### config.mk
export PLATFORM = sky130hd
export DESIGN_NAME = plrdc_top
export DESIGN_NICKNAME = d
export VERILOG_FILES = /design/src/hw/plrdc_pkg.sv /design/src/hw/plrdc_div_if.sv /design/src/hw/plrdc_top.sv /design/src/hw/plrdc_prescale.sv /design/src/hw/plrdc_out_div.sv
export VERILOG_INCLUDE_DIRS = /design/src /design/src/hw
export SDC_FILE = /design/constraint.sdc
export NUM_CORES = 1
export LEC_CHECK = 0
export BUFFER_PORTS_ARGS = -buffer_cell sky130_fd_sc_hd__buf_2
export CORE_MARGIN = 2
export CORE_UTILIZATION = 40
export CTS_BUF_LIST = sky130_fd_sc_hd__clkbuf_8
export DETAILED_ROUTE_END_ITERATION = 7
export HOLD_SLACK_MARGIN = 0.02
export PLACE_DENSITY = 0.59
export SLEW_MARGIN = 5
export SYNTH_ARGS = -nofsm -noshare
export SYNTH_HDL_FRONTEND = slang
export SYNTH_SLANG_ARGS = --single-unit
### constraint.sdc
create_clock -name i_core_clk -period 2.2 [get_ports i_core_clk]
set_input_delay 0.11 -clock i_core_clk [delete_from_list [all_inputs] [get_ports i_core_clk]]
set_output_delay 0.11 -clock i_core_clk [all_outputs]
set_load 0.05 [all_outputs]
### src/hw/plrdc_consts.svh
`ifndef PLRDC_CONSTS_SVH
`define PLRDC_CONSTS_SVH

// Register indices (byte address equals index on the plain port)
`define PLRDC_ADDR_W          4
`define PLRDC_DATA_W          9
`define PLRDC_REG_A_KLO       4'h0
`define PLRDC_REG_A_KMID      4'h1
`define PLRDC_REG_A_NKHI      4'h2
`define PLRDC_REG_A_DIV       4'h3
`define PLRDC_REG_B_KLO       4'h4
`define PLRDC_REG_B_KMID      4'h5
`define PLRDC_REG_B_NKHI      4'h6
`define PLRDC_REG_B_DIV       4'h7
`define PLRDC_REG_STATUS      4'h8

// Field positions of the divider registers
`define PLRDC_DIV_HALVE_BIT   0
`define PLRDC_DIV_DOUBLE_BIT  1
`define PLRDC_DIV_CODE_LSB    3
`define PLRDC_DIV_CODE_MSB    4

// Multiplier layout
`define PLRDC_FRAC_W          22
`define PLRDC_INT_W           4
`define PLRDC_RATIO_W         26

// Reset values
`define PLRDC_RST_KLO         9'h121
`define PLRDC_RST_KMID        9'h17e
`define PLRDC_RST_KHI         4'hd
`define PLRDC_RST_N           4'h7
`define PLRDC_RST_HALVE       1'b0
`define PLRDC_RST_DOUBLE      1'b0
`define PLRDC_RST_CODE        2'h2

// Half output periods in f2 ticks for codes 00..11 (divide by 2,4,8,12)
`define PLRDC_HALF_CODE0      5'h01
`define PLRDC_HALF_CODE1      5'h02
`define PLRDC_HALF_CODE2      5'h04
`define PLRDC_HALF_CODE3      5'h06

`endif

### src/hw/plrdc_pkg.sv
`include "plrdc_consts.svh"

package plrdc_pkg;

  typedef enum logic [0:0] {
    PLRDC_MODE_USER = 1'b0,
    PLRDC_MODE_RX   = 1'b1
  } plrdc_mode_e;

  typedef logic [4:0] plrdc_half_t;

  // Divider settings for one synthesiser
  typedef struct packed {
    logic       halve;
    logic       double_div;
    logic [1:0] code;
  } plrdc_div_cfg_s;

  function automatic plrdc_half_t plrdc_half_of(input plrdc_div_cfg_s cfg);
    plrdc_half_t h;
    h = `PLRDC_HALF_CODE0;
    case (cfg.code)
      2'h0:    h = `PLRDC_HALF_CODE0;
      2'h1:    h = `PLRDC_HALF_CODE1;
      2'h2:    h = `PLRDC_HALF_CODE2;
      default: h = `PLRDC_HALF_CODE3;
    endcase
    if (cfg.double_div) begin
      h = {h[3:0], 1'b0};
    end
    return h;
  endfunction

endpackage

### src/hw/plrdc_div_if.sv
`timescale 1ns/10ps
`default_nettype none

interface plrdc_div_if;
  import plrdc_pkg::*;
  plrdc_div_cfg_s cfg;
  logic           ref_tick;
  logic           f2_tick;
  logic           out_clk;

  modport ctrl (output cfg, input ref_tick, output f2_tick, input out_clk);
  modport pre  (input cfg, output ref_tick);
  modport post (input cfg, input f2_tick, output out_clk);
endinterface

`default_nettype wire

### src/hw/plrdc_top.sv
// Contract
// - Each synthesiser multiplies its input clock by integer part plus fraction over 2^22.
// - Bit 0 of each divider register passes the oscillator clock whole or halved.
// - In user mode code 00..11 divides by 2,4,8,12, or 4,8,16,24 with post-scale set.
// - In receiver mode the first post-scale bit picks 256fs (0) or 128fs (1).
// - In receiver mode the first code comes from the receiver; second code and post-scale are ignored.
// - After reset pre-scale is 0, post-scale 0 and code 10, a divide by eight.
// - The fraction spans three registers, top nibble beside the integer multiplier.
// - User mode while the receiver is off, receiver mode while it is on.
//
// Local design decision: the address-and-strobe port.
`timescale 1ns/10ps
`default_nettype none

`include "plrdc_consts.svh"

module plrdc_top
  import plrdc_pkg::*;
(
  // Clock and reset
  input  wire logic                       i_core_clk,
  input  wire logic                       i_srst,
  // Register port
  input  wire logic [`PLRDC_ADDR_W-1:0]   i_addr,
  input  wire logic [`PLRDC_DATA_W-1:0]   i_wdata,
  input  wire logic                       i_wr,
  input  wire logic                       i_rd,
  output logic      [`PLRDC_DATA_W-1:0]   o_rdata,
  // Receiver side
  input  wire logic                       i_rx_enable,
  input  wire logic [`PLRDC_INT_W-1:0]    i_rx_a_int_mult,
  input  wire logic [`PLRDC_FRAC_W-1:0]   i_rx_a_frac_mult,
  input  wire logic [1:0]                 i_rx_a_out_div_code,
  // Synthesiser loop side
  input  wire logic                       i_synth_a_f2_tick,
  input  wire logic                       i_synth_b_f2_tick,
  output logic      [`PLRDC_RATIO_W-1:0]  o_synth_a_ratio,
  output logic      [`PLRDC_RATIO_W-1:0]  o_synth_b_ratio,
  output logic                            o_synth_a_ref_tick,
  output logic                            o_synth_b_ref_tick,
  output logic                            o_synth_a_output_clock,
  output logic                            o_synth_b_output_clock,
  output logic                            o_rx_mode
);

  typedef struct packed {
    logic [`PLRDC_INT_W-1:0]  n;
    logic [`PLRDC_FRAC_W-1:0] k;
    plrdc_div_cfg_s           div;
  } plrdc_synth_s;

  typedef struct packed {
    plrdc_synth_s                a;
    plrdc_synth_s                b;
    plrdc_mode_e                 mode;
    logic [`PLRDC_RATIO_W-1:0]   ratio_a;
    logic [`PLRDC_RATIO_W-1:0]   ratio_b;
    plrdc_div_cfg_s              eff_a;
    plrdc_div_cfg_s              eff_b;
    logic [`PLRDC_DATA_W-1:0]    rdata;
  } plrdc_state_s;

  localparam plrdc_synth_s SYNTH_RST = '{
    n:   `PLRDC_RST_N,
    k:   {`PLRDC_RST_KHI, `PLRDC_RST_KMID, `PLRDC_RST_KLO},
    div: '{halve: `PLRDC_RST_HALVE, double_div: `PLRDC_RST_DOUBLE, code: `PLRDC_RST_CODE}
  };

  plrdc_state_s st_q;
  plrdc_state_s st_d;

  plrdc_div_if a_if ();
  plrdc_div_if b_if ();

  function automatic plrdc_div_cfg_s cfg_of(input logic [`PLRDC_DATA_W-1:0] w);
    plrdc_div_cfg_s c;
    c.halve      = w[`PLRDC_DIV_HALVE_BIT];
    c.double_div = w[`PLRDC_DIV_DOUBLE_BIT];
    c.code       = w[`PLRDC_DIV_CODE_MSB:`PLRDC_DIV_CODE_LSB];
    return c;
  endfunction

  function automatic logic [`PLRDC_DATA_W-1:0] word_of(input plrdc_div_cfg_s c);
    logic [`PLRDC_DATA_W-1:0] w;
    w = '0;
    w[`PLRDC_DIV_HALVE_BIT]  = c.halve;
    w[`PLRDC_DIV_DOUBLE_BIT] = c.double_div;
    w[`PLRDC_DIV_CODE_MSB:`PLRDC_DIV_CODE_LSB] = c.code;
    return w;
  endfunction

  always_comb begin
    st_d = st_q;
    st_d.rdata = '0;

    // Register writes
    if (i_wr) begin
      case (i_addr)
        `PLRDC_REG_A_KLO:  st_d.a.k[8:0]   = i_wdata;
        `PLRDC_REG_A_KMID: st_d.a.k[17:9]  = i_wdata;
        `PLRDC_REG_A_NKHI: begin
          st_d.a.k[21:18] = i_wdata[3:0];
          st_d.a.n        = i_wdata[7:4];
        end
        `PLRDC_REG_A_DIV:  st_d.a.div      = cfg_of(i_wdata);
        `PLRDC_REG_B_KLO:  st_d.b.k[8:0]   = i_wdata;
        `PLRDC_REG_B_KMID: st_d.b.k[17:9]  = i_wdata;
        `PLRDC_REG_B_NKHI: begin
          st_d.b.k[21:18] = i_wdata[3:0];
          st_d.b.n        = i_wdata[7:4];
        end
        `PLRDC_REG_B_DIV:  st_d.b.div      = cfg_of(i_wdata);
        default: ;
      endcase
    end

    // Register reads, data in the following cycle
    if (i_rd) begin
      case (i_addr)
        `PLRDC_REG_A_KLO:  st_d.rdata = st_q.a.k[8:0];
        `PLRDC_REG_A_KMID: st_d.rdata = st_q.a.k[17:9];
        `PLRDC_REG_A_NKHI: st_d.rdata = {1'b0, st_q.a.n, st_q.a.k[21:18]};
        `PLRDC_REG_A_DIV:  st_d.rdata = word_of(st_q.a.div);
        `PLRDC_REG_B_KLO:  st_d.rdata = st_q.b.k[8:0];
        `PLRDC_REG_B_KMID: st_d.rdata = st_q.b.k[17:9];
        `PLRDC_REG_B_NKHI: st_d.rdata = {1'b0, st_q.b.n, st_q.b.k[21:18]};
        `PLRDC_REG_B_DIV:  st_d.rdata = word_of(st_q.b.div);
        `PLRDC_REG_STATUS: st_d.rdata = {st_q.eff_b.code, st_q.eff_b.double_div,
                                         st_q.eff_a.code, st_q.eff_a.double_div,
                                         2'h0, st_q.mode};
        default:           st_d.rdata = '0;
      endcase
    end

    // Mode follows the receiver enable
    st_d.mode = i_rx_enable ? PLRDC_MODE_RX : PLRDC_MODE_USER;

    // Effective settings of the first synthesiser
    st_d.eff_a = st_q.a.div;
    if (st_q.mode == PLRDC_MODE_RX) begin
      st_d.eff_a.code = i_rx_a_out_div_code;
      // Post-scale 0 doubles the output: 256fs, else 128fs
      st_d.eff_a.double_div = st_q.a.div.double_div;
      st_d.ratio_a = {i_rx_a_int_mult, i_rx_a_frac_mult};
    end else begin
      st_d.ratio_a = {st_q.a.n, st_q.a.k};
    end

    // Second synthesiser: output divider settings ignored in receiver mode
    st_d.eff_b = st_q.b.div;
    if (st_q.mode == PLRDC_MODE_RX) begin
      st_d.eff_b.code       = `PLRDC_RST_CODE;
      st_d.eff_b.double_div = `PLRDC_RST_DOUBLE;
    end
    st_d.ratio_b = {st_q.b.n, st_q.b.k};
  end

  always_ff @(posedge i_core_clk) begin
    if (i_srst) begin
      st_q.a       <= SYNTH_RST;
      st_q.b       <= SYNTH_RST;
      st_q.mode    <= PLRDC_MODE_USER;
      st_q.ratio_a <= {`PLRDC_RST_N, `PLRDC_RST_KHI, `PLRDC_RST_KMID, `PLRDC_RST_KLO};
      st_q.ratio_b <= {`PLRDC_RST_N, `PLRDC_RST_KHI, `PLRDC_RST_KMID, `PLRDC_RST_KLO};
      st_q.eff_a   <= SYNTH_RST.div;
      st_q.eff_b   <= SYNTH_RST.div;
      st_q.rdata   <= '0;
    end else begin
      st_q <= st_d;
    end
  end

  // Divider links
  assign a_if.cfg     = st_q.eff_a;
  assign b_if.cfg     = st_q.eff_b;
  assign a_if.f2_tick = i_synth_a_f2_tick;
  assign b_if.f2_tick = i_synth_b_f2_tick;

  plrdc_prescale u_pre_a (
    .i_core_clk (i_core_clk),
    .i_srst     (i_srst),
    .div        (a_if.pre)
  );

  plrdc_prescale u_pre_b (
    .i_core_clk (i_core_clk),
    .i_srst     (i_srst),
    .div        (b_if.pre)
  );

  plrdc_out_div u_post_a (
    .i_core_clk (i_core_clk),
    .i_srst     (i_srst),
    .div        (a_if.post)
  );

  plrdc_out_div u_post_b (
    .i_core_clk (i_core_clk),
    .i_srst     (i_srst),
    .div        (b_if.post)
  );

  // Outputs
  assign o_rdata                = st_q.rdata;
  assign o_synth_a_ratio        = st_q.ratio_a;
  assign o_synth_b_ratio        = st_q.ratio_b;
  assign o_synth_a_ref_tick     = a_if.ref_tick;
  assign o_synth_b_ref_tick     = b_if.ref_tick;
  assign o_synth_a_output_clock = a_if.out_clk;
  assign o_synth_b_output_clock = b_if.out_clk;
  assign o_rx_mode              = st_q.mode;

endmodule

`default_nettype wire

### src/hw/plrdc_prescale.sv
`timescale 1ns/10ps
`default_nettype none

module plrdc_prescale
  import plrdc_pkg::*;
(
  // Clock and reset
  input  wire logic i_core_clk,
  input  wire logic i_srst,
  // Settings and reference tick
  plrdc_div_if.pre  div
);

  typedef struct packed {
    logic halve;
    logic phase;
  } plrdc_pre_s;

  plrdc_pre_s st_q;
  plrdc_pre_s st_d;

  always_comb begin
    st_d = st_q;
    st_d.phase = ~st_q.phase;
    // Setting taken only at a whole input period boundary
    if (!st_q.halve || st_q.phase) begin
      st_d.halve = div.cfg.halve;
      st_d.phase = 1'b0;
    end
  end

  always_ff @(posedge i_core_clk) begin
    if (i_srst) begin
      st_q <= '{halve: `PLRDC_RST_HALVE, phase: 1'b0};
    end else begin
      st_q <= st_d;
    end
  end

  // One tick per oscillator cycle, or every second one when halved
  assign div.ref_tick = !st_q.halve || st_q.phase;

endmodule

`default_nettype wire

### src/hw/plrdc_out_div.sv
`timescale 1ns/10ps
`default_nettype none

module plrdc_out_div
  import plrdc_pkg::*;
(
  // Clock and reset
  input  wire logic i_core_clk,
  input  wire logic i_srst,
  // Settings, f2 ticks, divided clock
  plrdc_div_if.post div
);

  typedef struct packed {
    plrdc_half_t half;
    plrdc_half_t cnt;
    logic        lvl;
  } plrdc_post_s;

  plrdc_post_s st_q;
  plrdc_post_s st_d;

  always_comb begin
    st_d = st_q;
    if (div.f2_tick) begin
      if (st_q.cnt == st_q.half - 5'h01) begin
        st_d.cnt = '0;
        st_d.lvl = ~st_q.lvl;
        // New factor only at the end of a full low phase
        if (!st_q.lvl) begin
          st_d.half = plrdc_half_of(div.cfg);
        end
      end else begin
        st_d.cnt = st_q.cnt + 5'h01;
      end
    end
  end

  always_ff @(posedge i_core_clk) begin
    if (i_srst) begin
      st_q <= '{half: `PLRDC_HALF_CODE2, cnt: '0, lvl: 1'b0};
    end else begin
      st_q <= st_d;
    end
  end

  assign div.out_clk = st_q.lvl;

endmodule

`default_nettype wire

==> results of run 1 <==
## synthesized netlist by cell type, drive strengths merged (2+ instances only)
master / number / share of area
a222oi: 2 / 0.0030
and3b: 2 / 0.0026
a22o: 10 / 0.013
buf: 67 / 0.073
mux2: 13 / 0.022
mux2i: 33 / 0.049
nand3: 17 / 0.013
nor2: 34 / 0.019
clkbuf: 45 / 0.025
a21oi: 29 / 0.022
xor2: 10 / 0.013
inv: 8 / 0.0045
o2bb2ai: 2 / 0.0026
nor2b: 44 / 0.041
or2: 16 / 0.015
xnor2: 8 / 0.010
a2111oi: 2 / 0.0063
a22oi: 5 / 0.0056
or3: 2 / 0.0019
and2: 4 / 0.0037
nand2: 107 / 0.060
a221o: 2 / 0.0030
nand2b: 6 / 0.0056
a211oi: 4 / 0.0059
nand3b: 38 / 0.042
nor4: 2 / 0.0019
o21ai: 5 / 0.0037
nor3: 16 / 0.012
ha: 4 / 0.0074
nand4: 6 / 0.0056
a211o: 19 / 0.025
a31oi: 3 / 0.0028
o21ba: 2 / 0.0030
nor3b: 5 / 0.0056
dfxtp: 154 / 0.46
and3: 6 / 0.0056
## critical path, cell delays in order (launching register included)
cell and delay (ps):
dfxtp_2 360, inv_1 50, ha_1 240, o21ba_1 200
a221o_1 410, a2111o_1 420, mux2_1 320
## cells by family (layout without fill, tap and decap cells)
logic type                 count (synthesis)  after routing  synth area share
buffers and inverters                    120            208            0.1023
AOI/OAI and AO/OA                         92             92            0.1034
xor gates and xnor gates                  18             18           0.02340
DFF                                      154            154            0.4576
muxes                                     46             46           0.07131
and+or+nand+nor                          306            306            0.2345
adders and majority gates                  4              4          0.007428
## area by class of cell
cell class                      instances  share of cell area
Clock buffer                           19             0.03326
Clock inverter                         13             0.01910
Inverter                                8            0.003819
Multi-Input combinational cell        466              0.3771
Sequential cell                       154              0.3926
Tap cell                              220             0.03501
Timing Repair Buffer                  168              0.1391
## registers in the layout, summed over array words and instances (netlist names), 2 cells and up
register and count:
u_pre_a.st_q 2, st_q 32, o_rdata 9, u_post_b.st_q 9
o_synth_b_ratio 26, o_synth_a_ratio 26, u_post_a.st_q 9, b_if.cfg 4
a_if.cfg 4, st_d 28, u_pre_b.st_q 2
## worst paths after layout
kind / startpoint / end / slack [ps]
worst min register to register: a_if.cfg[3] / u_pre_a.st_q[1] / 430
worst max-delay path: u_post_a.st_q[6] / u_post_a.st_q[7] / 90
worst max register to register: u_post_a.st_q[6] / u_post_a.st_q[7] / 90
worst min-delay path: i_addr[2] / o_rdata[8] / 110
## what timing repair did
item,in CTS,in global routing
cloned,0,0
gates resized for setup,1,1
endpoints found under the setup margin,1,6
hold buffers,40,0
pin swaps,0,2
endpoints found under the hold margin,68,0
## through the flow
stage,power [mW],TNS (ps)
after global placement,3.480,0
after CTS,5.747,0
after global routing,5.929,-8.772
after detailed placement,3.488,0
after floorplan,3.352,0
final,5.710,0
## power groups by stage
| stage | Clock (mW) | Sequential (mW) | Combinational (mW) |
|---|---|---|---|
| 2_1_floorplan | 0 | 2.94 | 0.407 |
| 3_3_place_gp | 0 | 2.96 | 0.520 |
| 3_5_place_dp | 0 | 2.96 | 0.527 |
| 4_1_cts | 2.27 | 2.90 | 0.584 |
| 5_1_grt | 2.40 | 2.90 | 0.627 |
| 6_report | 2.23 | 2.90 | 0.585 |
## metal layers
| layer | vias to the layer above | GRT usage | part of all wire |
|---|---|---|---|
| met5 | - | 0 | 0 |
| met3 | 13 | 0.04535 | 0.042 |
| met2 | 127 | 0.3188 | 0.49 |
| li1 | 2598 | - | - |
| met1 | 2546 | 0.2572 | 0.46 |
| met4 | 0 | 0.04905 | 0.012 |
## cells in the final DEF, fill, tap and decap left out, types with 11 or more instances in the layout
cell | synthesis | final
nand3_1 | 17 | 17
clkbuf_8 | 0 | 19
nor2b_1 | 44 | 44
dfxtp_1 | 154 | 151
buf_4 | 61 | 15
mux2_2 | 11 | 11
nand2_1 | 107 | 107
a21oi_1 | 29 | 29
buf_2 | 1 | 112
nand3b_1 | 38 | 38
mux2i_1 | 33 | 33
dlygate4sd3_1 | 0 | 40
a211o_1 | 19 | 19
or2_2 | 16 | 16
nor3_1 | 16 | 16
nor2_1 | 34 | 34
==> impl_metrics.tcl, run 1 <==
set metrics [dict create \
    worst_clock_skew_ps 16.28 \
    synthFlopType "dfxtp_1" \
    path_clk_slew_ps 100 \
    dpl.cell_count 976 \
    core_mm2 0.01652 \
    die_h_um 133.8 \
    antenna_left 0 \
    dr.first_iter.drc_count 314 \
    gr-total-overflow 0 \
    initial_core_util 0.4077 \
    p_clk_frac 0.390 \
    ios 114 \
    hold_class "in2reg" \
    antenna_found_initial 0 \
    yosysWarningCount 0 \
    netlist_instances 740 \
    pre_cts_ws_ps 9.027 \
    period_share 0.9584 \
    vdd_ir_drop_max_mv 0.3584 \
    grt_max_degree 58 \
    slew_headroom 0.5340 \
    dieArea_mm2 0.01790 \
    post-cts-setup-buffer-count 0 \
    firstDrtPassIters 5 \
    reg2reg_depth 6 \
    drive_gt1_frac 0.2331 \
    hold_violations 0 \
    synth_cell_types 52 \
    rsz0062_at_grt "yes" \
    fin_nets 867 \
    cts_num_sinks 154 \
    final_area_mm2 0.007863 \
    max_freq_mhz 474.3 \
    setup_viol 0 \
    drc_errors 0 \
    portBuffers 113 \
    power.share.switching 0.2558 \
    multi_input_area_mm2 0.002965 \
    power_density_mw_per_mm2 726.2 \
    routed_via_density 5.042 \
    holdWs_ps 107.8 \
    wl_um 17310 \
    fin_cells 1048 \
    cts_buffers 17 \
    nFillCells 1598 \
    diodes 0 \
    switching_power_mw 1.461 \
    fin_crit_ps 2108 \
    async_flop_share 0 \
    ff_latch_area_mm2 0.003087 \
    cts_tree "yes" \
    utilization 0.4758 \
    power_frac_comb 0.102 \
    place_congestion 0.8417 \
    endpoint_kind "register" \
    max-cap-violations 0 \
    synth_area_per_cell_um2 9.105 \
    path_class "reg2reg" \
    clk-insertion-delay-late_ps 460 \
    grt_pass1_vias 5025 \
    cts.path.max_buffers 2 \
    synth_edf_count 0 \
    critPathLaunchType "register" \
    cp.arrival_ps 2450 \
    yosys_register_bits 154 \
    avgRoutedWirePerCell_um 16.51 \
    grt_pass1_wl_um 26960 \
    hold_depth 3 \
    syn-num-nets 792 \
    ys_seq_area_frac 0.4576 \
    cts-root-buf "clkbuf_8" \
    required_ps 2540 \
    dp_hpwl_um 11930 \
    core.rowCount 47 \
    die_w_um 133.8 \
    worst_pin_slew_ps 692.7 \
    fin_ws_ps 91.57 \
    track_usage 0.1937 \
    cts-htree-levels 4 \
    netlist_area_mm2 0.006738 \
    syn_to_final_growth_pct 16.69 \
    power.leakage_nw 3.212 \
    dpl-instance-area_mm2 0.007048 \
    p_int_mw 4.249 \
    crit_fanout 4 \
    maxSlewViolCount 0 \
    vias 5284 \
    outcome "completed" \
    pwr-share-seq 0.507 \
]
Power figures use the tool's default switching activity.
==> run 2: changes to the inputs <==
BUFFER_PORTS_ARGS = -buffer_cell sky130_fd_sc_hd__clkbuf_2   (was -buffer_cell sky130_fd_sc_hd__buf_2)
==> run 2 against run 1 <==
  * Clock skew decreased by 6.5 ps
  * Sequential share of layout area increased by 0.34 points
  * Worst hold slack got worse by 38 ps
  * Global-route usage rose by 0.21 points
  * Critical path depth unchanged
  * Critical path type unchanged
  * First-iteration DRC count rose by 12%
  * Non-clock buffer count is 4 lower
  * Wire length grew 0.12%
  * Cell area fell by 0.86%
  * Final cell count shrank 0.38%
  * Sequential power is essentially flat
  * Register-to-register slack lost 20 ps
==> impl_metrics.tcl, run 2 (synthesis gave the netlist of run 1 again) <==
set metrics [dict create \
    max_freq_mhz 470.4 \
    grt_pass1_wl_um 27320 \
    crit_chain "inv_1, ha_1, o21ba_1, a221o_1, a2111o_1, mux2_1" \
    syn_to_final_growth_pct 15.69 \
    clk-insertion-delay-late_ps 450 \
    routed_via_density 5.057 \
    cpPeakStageDelay_ps 470 \
    drc_errors 0 \
    antenna_found_initial 0 \
    firstDrtPassIters 5 \
    largest_register "st_q" \
    dieArea_mm2 0.01790 \
    cp_top_family "compound AO/OA/AOI/OAI gates" \
    cts_num_sinks 154 \
    slew_headroom 0.6084 \
    path_class "reg2reg" \
    multi_input_area_mm2 0.002965 \
    vdd_ir_drop_max_mv 0.4913 \
    critPathLaunchType "register" \
    required_ps 2540 \
    final_cell_mix "151 x dfxtp_1, 112 x clkbuf_2, 107 x nand2_1" \
    endpoint_kind "register" \
    path_clk_slew_ps 90 \
    setup_viol 0 \
    hold_depth 3 \
    cp.buffers_inverters 1 \
    final_common_cell "dfxtp_1" \
    place_congestion 0.8421 \
    portBuffers 113 \
    rsz0062_at_grt "no" \
    largest_reg_flops 32 \
    worst_clock_skew_ps 9.767 \
    post-cts-setup-buffer-count 0 \
    gr-total-overflow 0 \
    cts_tree "yes" \
    track_usage 0.1958 \
    drive_gt1_frac 0.2342 \
    maxSlewViolCount 0 \
    power.leakage_nw 3.197 \
    holdPathEnd "st_d[36]" \
    power_density_mw_per_mm2 718.5 \
    fin_cells 1044 \
    core_mm2 0.01652 \
    hold_class "in2reg" \
    cts_buffers 17 \
    reg2reg_slack_ps 70 \
    cts-root-buf "clkbuf_8" \
    outcome "completed" \
    tns_ps 0 \
    timing.rr.start "u_post_a.st_q[6]" \
    fin_crit_ps 2126 \
    max-cap-violations 0 \
    period_share 0.9663 \
    die_w_um 133.8 \
    wl_um 17330 \
    dpl.cell_count 976 \
    fin_nets 863 \
    grt_pass1_vias 5204 \
    avgRoutedWirePerCell_um 16.60 \
    antenna_left 0 \
    critPathSlowestCell "a2111o_1" \
    reg2reg_depth 6 \
    cts-htree-levels 4 \
    initial_core_util 0.4077 \
    ios 114 \
    dr.first_iter.drc_count 352 \
    hold_violations 0 \
    dp_hpwl_um 12010 \
    core.rowCount 47 \
    grt_max_degree 60 \
    worst_pin_slew_ps 587.4 \
    ff_latch_area_mm2 0.003087 \
    final_area_mm2 0.007795 \
    die_h_um 133.8 \
    dpl-instance-area_mm2 0.007036 \
    cp.arrival_ps 2460 \
    diodes 0 \
    nFillCells 1598 \
    utilization 0.4717 \
    reg2reg_to "u_post_a.st_q[7]" \
    vias 5280 \
    cts.path.max_buffers 2 \
    hp-start "i_wdata[1]" \
    crit_fanout 4 \
]
run 2: worst max path at each step:
stage | startpoint | cells after the start | endpoint | slack (ps)
finish | u_post_a.st_q[6] | 6 | u_post_a.st_q[7] | 70
CTS | u_post_a.st_q[6] | 6 | u_post_a.st_q[7] | 5
floorplan | u_post_b.st_q[6] | 6 | u_post_b.st_q[7] | 60
detailed placement | u_post_a.st_q[6] | 6 | u_post_a.st_q[7] | 20
global placement | u_post_a.st_q[6] | 6 | u_post_a.st_q[7] | 90
global route | u_post_a.st_q[6] | 6 | u_post_a.st_q[7] | 3
run 2: layout make-up:
| class | count | share of cell area |
|---|---|---|
| repair buffers | 164 | 0.1335 |
| clock inverters | 14 | 0.01910 |
| clock buffers | 18 | 0.03178 |
| flip-flops and latches | 154 | 0.3960 |
| well taps | 220 | 0.03531 |
| inverters | 8 | 0.003852 |
| multi-input cells | 466 | 0.3804 |
run 2: layer usage:
layer / global-route usage / wire length (um)
met2: 0.3231 / 8390
met5: 0 / 0
met1: 0.2489 / 7654
met3: 0.04346 / 804
met4: 0.07920 / 478
run 2: power breakdown:
part | leakage, nW | switching (mW) | internal (mW)
logic | 1.75 | 0.354 | 0.223
clock network | 0.196 | 1.08 | 1.04
registers | 1.25 | 0.0525 | 2.85
run 2: worst register-to-register path, cell delays in order (launching register included):
cell      delay [ps]
dfxtp_2          360
inv_1             50
ha_1             250
o21ba_1          190
a221o_1          380
a2111o_1         470
mux2_1           320
run 2: per-stage QoR:
stage / setup WS [ps] / power, mW / hold slack, ps
floorplan: 55.09 / 3.352 / 230.8
CTS: 5.037 / 5.671 / 34.07
global placement: 86.45 / 3.477 / 323.6
global route: 2.895 / 5.845 / 51.66
finish: 74.08 / 5.601 / 69.30
detailed placement: 20.40 / 3.488 / 322.2
run 2: what timing repair did:
item,in CTS,in global routing
gates resized for setup,0,2
setup endpoints to repair,0,7
endpoints found under the hold margin,50,0
hold buffers,36,0
==> run 3: changes to the inputs <==
BUFFER_PORTS_ARGS = default   (was -buffer_cell sky130_fd_sc_hd__clkbuf_2)
DONT_BUFFER_PORTS = 1   (was default)
MAX_ROUTING_LAYER = met4   (was default)
PLACE_DENSITY = 0.53   (was 0.59)
==> run 3 against run 2 <==
  * Clock power about the same
  * Non-clock buffer count down 100
  * Worst hold slack worse by 24 ps
==> impl_metrics.tcl, run 3 (synthesis gave the netlist of run 1 again) <==
set metrics [dict create \
    outcome "completed" \
    endpoint_kind "register" \
    grt_max_degree 138 \
    power.leakage_nw 2.833 \
    utilization 0.4473 \
    fin_nets 763 \
    vdd_ir_drop_max_mv 0.3818 \
    place_congestion 0.8225 \
    cts_tree "yes" \
    clk-insertion-delay-late_ps 460 \
    die_w_um 133.8 \
    vias 4991 \
    timing.rr.start "u_post_b.st_q[6]" \
    worst_clock_skew_ps 9.769 \
    core_mm2 0.01652 \
    portBuffers 0 \
    wl_um 17760 \
    cts-htree-levels 4 \
    path_clk_slew_ps 80 \
    power_density_mw_per_mm2 747.7 \
    drive_gt1_frac 0.1051 \
    gr-total-overflow 0 \
    holdWs_ps 44.96 \
    dieArea_mm2 0.01790 \
    hold_violations 0 \
    largest_register "st_q" \
    final_common_cell "dfxtp_1" \
    required_ps 2590 \
    drc_errors 0 \
    antenna_left 0 \
    maxSlewViolCount 0 \
    grt_pass1_vias 4999 \
    cts_num_sinks 154 \
    initial_core_util 0.4077 \
    firstDrtPassIters 6 \
    reg2reg_slack_ps 90 \
    path_class "reg2reg" \
    slew_headroom 0.5074 \
    largest_reg_flops 32 \
    dp_hpwl_um 11560 \
    die_h_um 133.8 \
    post-cts-setup-buffer-count 0 \
    crit_start "u_post_b.st_q[6]" \
    critPathLaunchType "register" \
    worst_pin_slew_ps 737.3 \
    crit_fanout 4 \
    routed_via_density 5.287 \
    reg2reg_depth 7 \
    cts-root-buf "clkbuf_8" \
    final_cell_mix "151 x dfxtp_1, 107 x nand2_1, 54 x dlygate4sd3_1" \
    syn_to_final_growth_pct 9.712 \
    ios 114 \
    antenna_found_initial 1 \
    setup_viol 0 \
    track_usage 0.2108 \
    period_share 0.9573 \
    hold_class "in2reg" \
    cp.arrival_ps 2490 \
    dr.first_iter.drc_count 329 \
    max_freq_mhz 474.8 \
    grt_pass1_wl_um 27940 \
    reg2reg_to "u_post_b.st_q[6]" \
    core.rowCount 47 \
    cts.path.max_buffers 2 \
    fin_crit_ps 2106 \
    max-cap-violations 0 \
    cts_buffers 17 \
    avgRoutedWirePerCell_um 18.82 \
    endpoint "u_post_b.st_q[6]" \
]
==> run 3: worst min path at each step <==
stage / from / endpoint / slack, ps / depth (start not counted)
global placement: i_srst / o_rx_mode / 200 / 1
global route: i_addr[1] / o_rdata[0] / 50 / 3
finish: i_addr[1] / o_rdata[0] / 40 / 3
CTS: i_addr[1] / o_rdata[5] / 20 / 3
floorplan: i_wdata[5] / st_d[31] / 230 / 2
detailed placement: i_srst / u_post_a.st_q[4] / 210 / 1
==> run 3: area by class of cell <==
class | count | area (um^2)
tap | 220 | 275.3
sequential | 154 | 3087
clock inverter | 11 | 121.4
inverter | 8 | 30.03
antenna | 1 | 2.502
timing repair buffer | 64 | 635.6
fill | 1594 | 9133
clock buffer | 20 | 275.3
multi-input combinational | 466 | 2965
==> run 3: timing repair <==
| action | 4_1_cts | 5_1_grt |
|---|---|---|
| resized for setup | 0 | 2 |
| hold buffers | 55 | 0 |
| endpoints found under the setup margin | 0 | 7 |
| hold endpoints to repair | 152 | 0 |
==> run 3: worst max-delay path: stages (launching register included) <==
cell and delay [ps]:
dfxtp_2 370, inv_1 50, ha_1 240, o21ba_1 190, a221o_1 410, a2111oi_4 420, buf_4 200, mux2i_1 170
==> run 3: through the flow <==
step / setup WS (ps) / std cells / power, mW / TNS [ps] / area, um^2
2_1_floorplan: 55.09 / 740 / 3.352 / 0 / 6738
3_3_place_gp: 94.45 / 857 / 3.309 / 0 / 6422
3_5_place_dp: 41.43 / 857 / 3.317 / 0 / 6422
4_1_cts: 26.53 / 943 / 5.579 / 0 / 7387
5_1_grt: -1.065 / 944 / 5.747 / -1.065 / 7392
6_report: 94.02 / 944 / 5.527 / 0 / 7392
==> run 3: per-layer routing <==
layer | up-vias | wire length, um | track usage
met1 | 2423 | 7616 | 0.2561
li1 | 2395 | - | -
met4 | 0 | 450 | 0.08452
met5 | - | 0 | -
met2 | 140 | 8760 | 0.3430
met3 | 33 | 937 | 0.04384
==> run 3: power by group <==
part           leakage, nW  switching, mW  internal, mW  total, mW
Clock                0.189           1.05          1.08       2.14
Sequential            1.25          0.158          2.85       3.00
Combinational         1.39          0.202         0.182      0.384
Total                 2.83           1.41          4.11       5.53
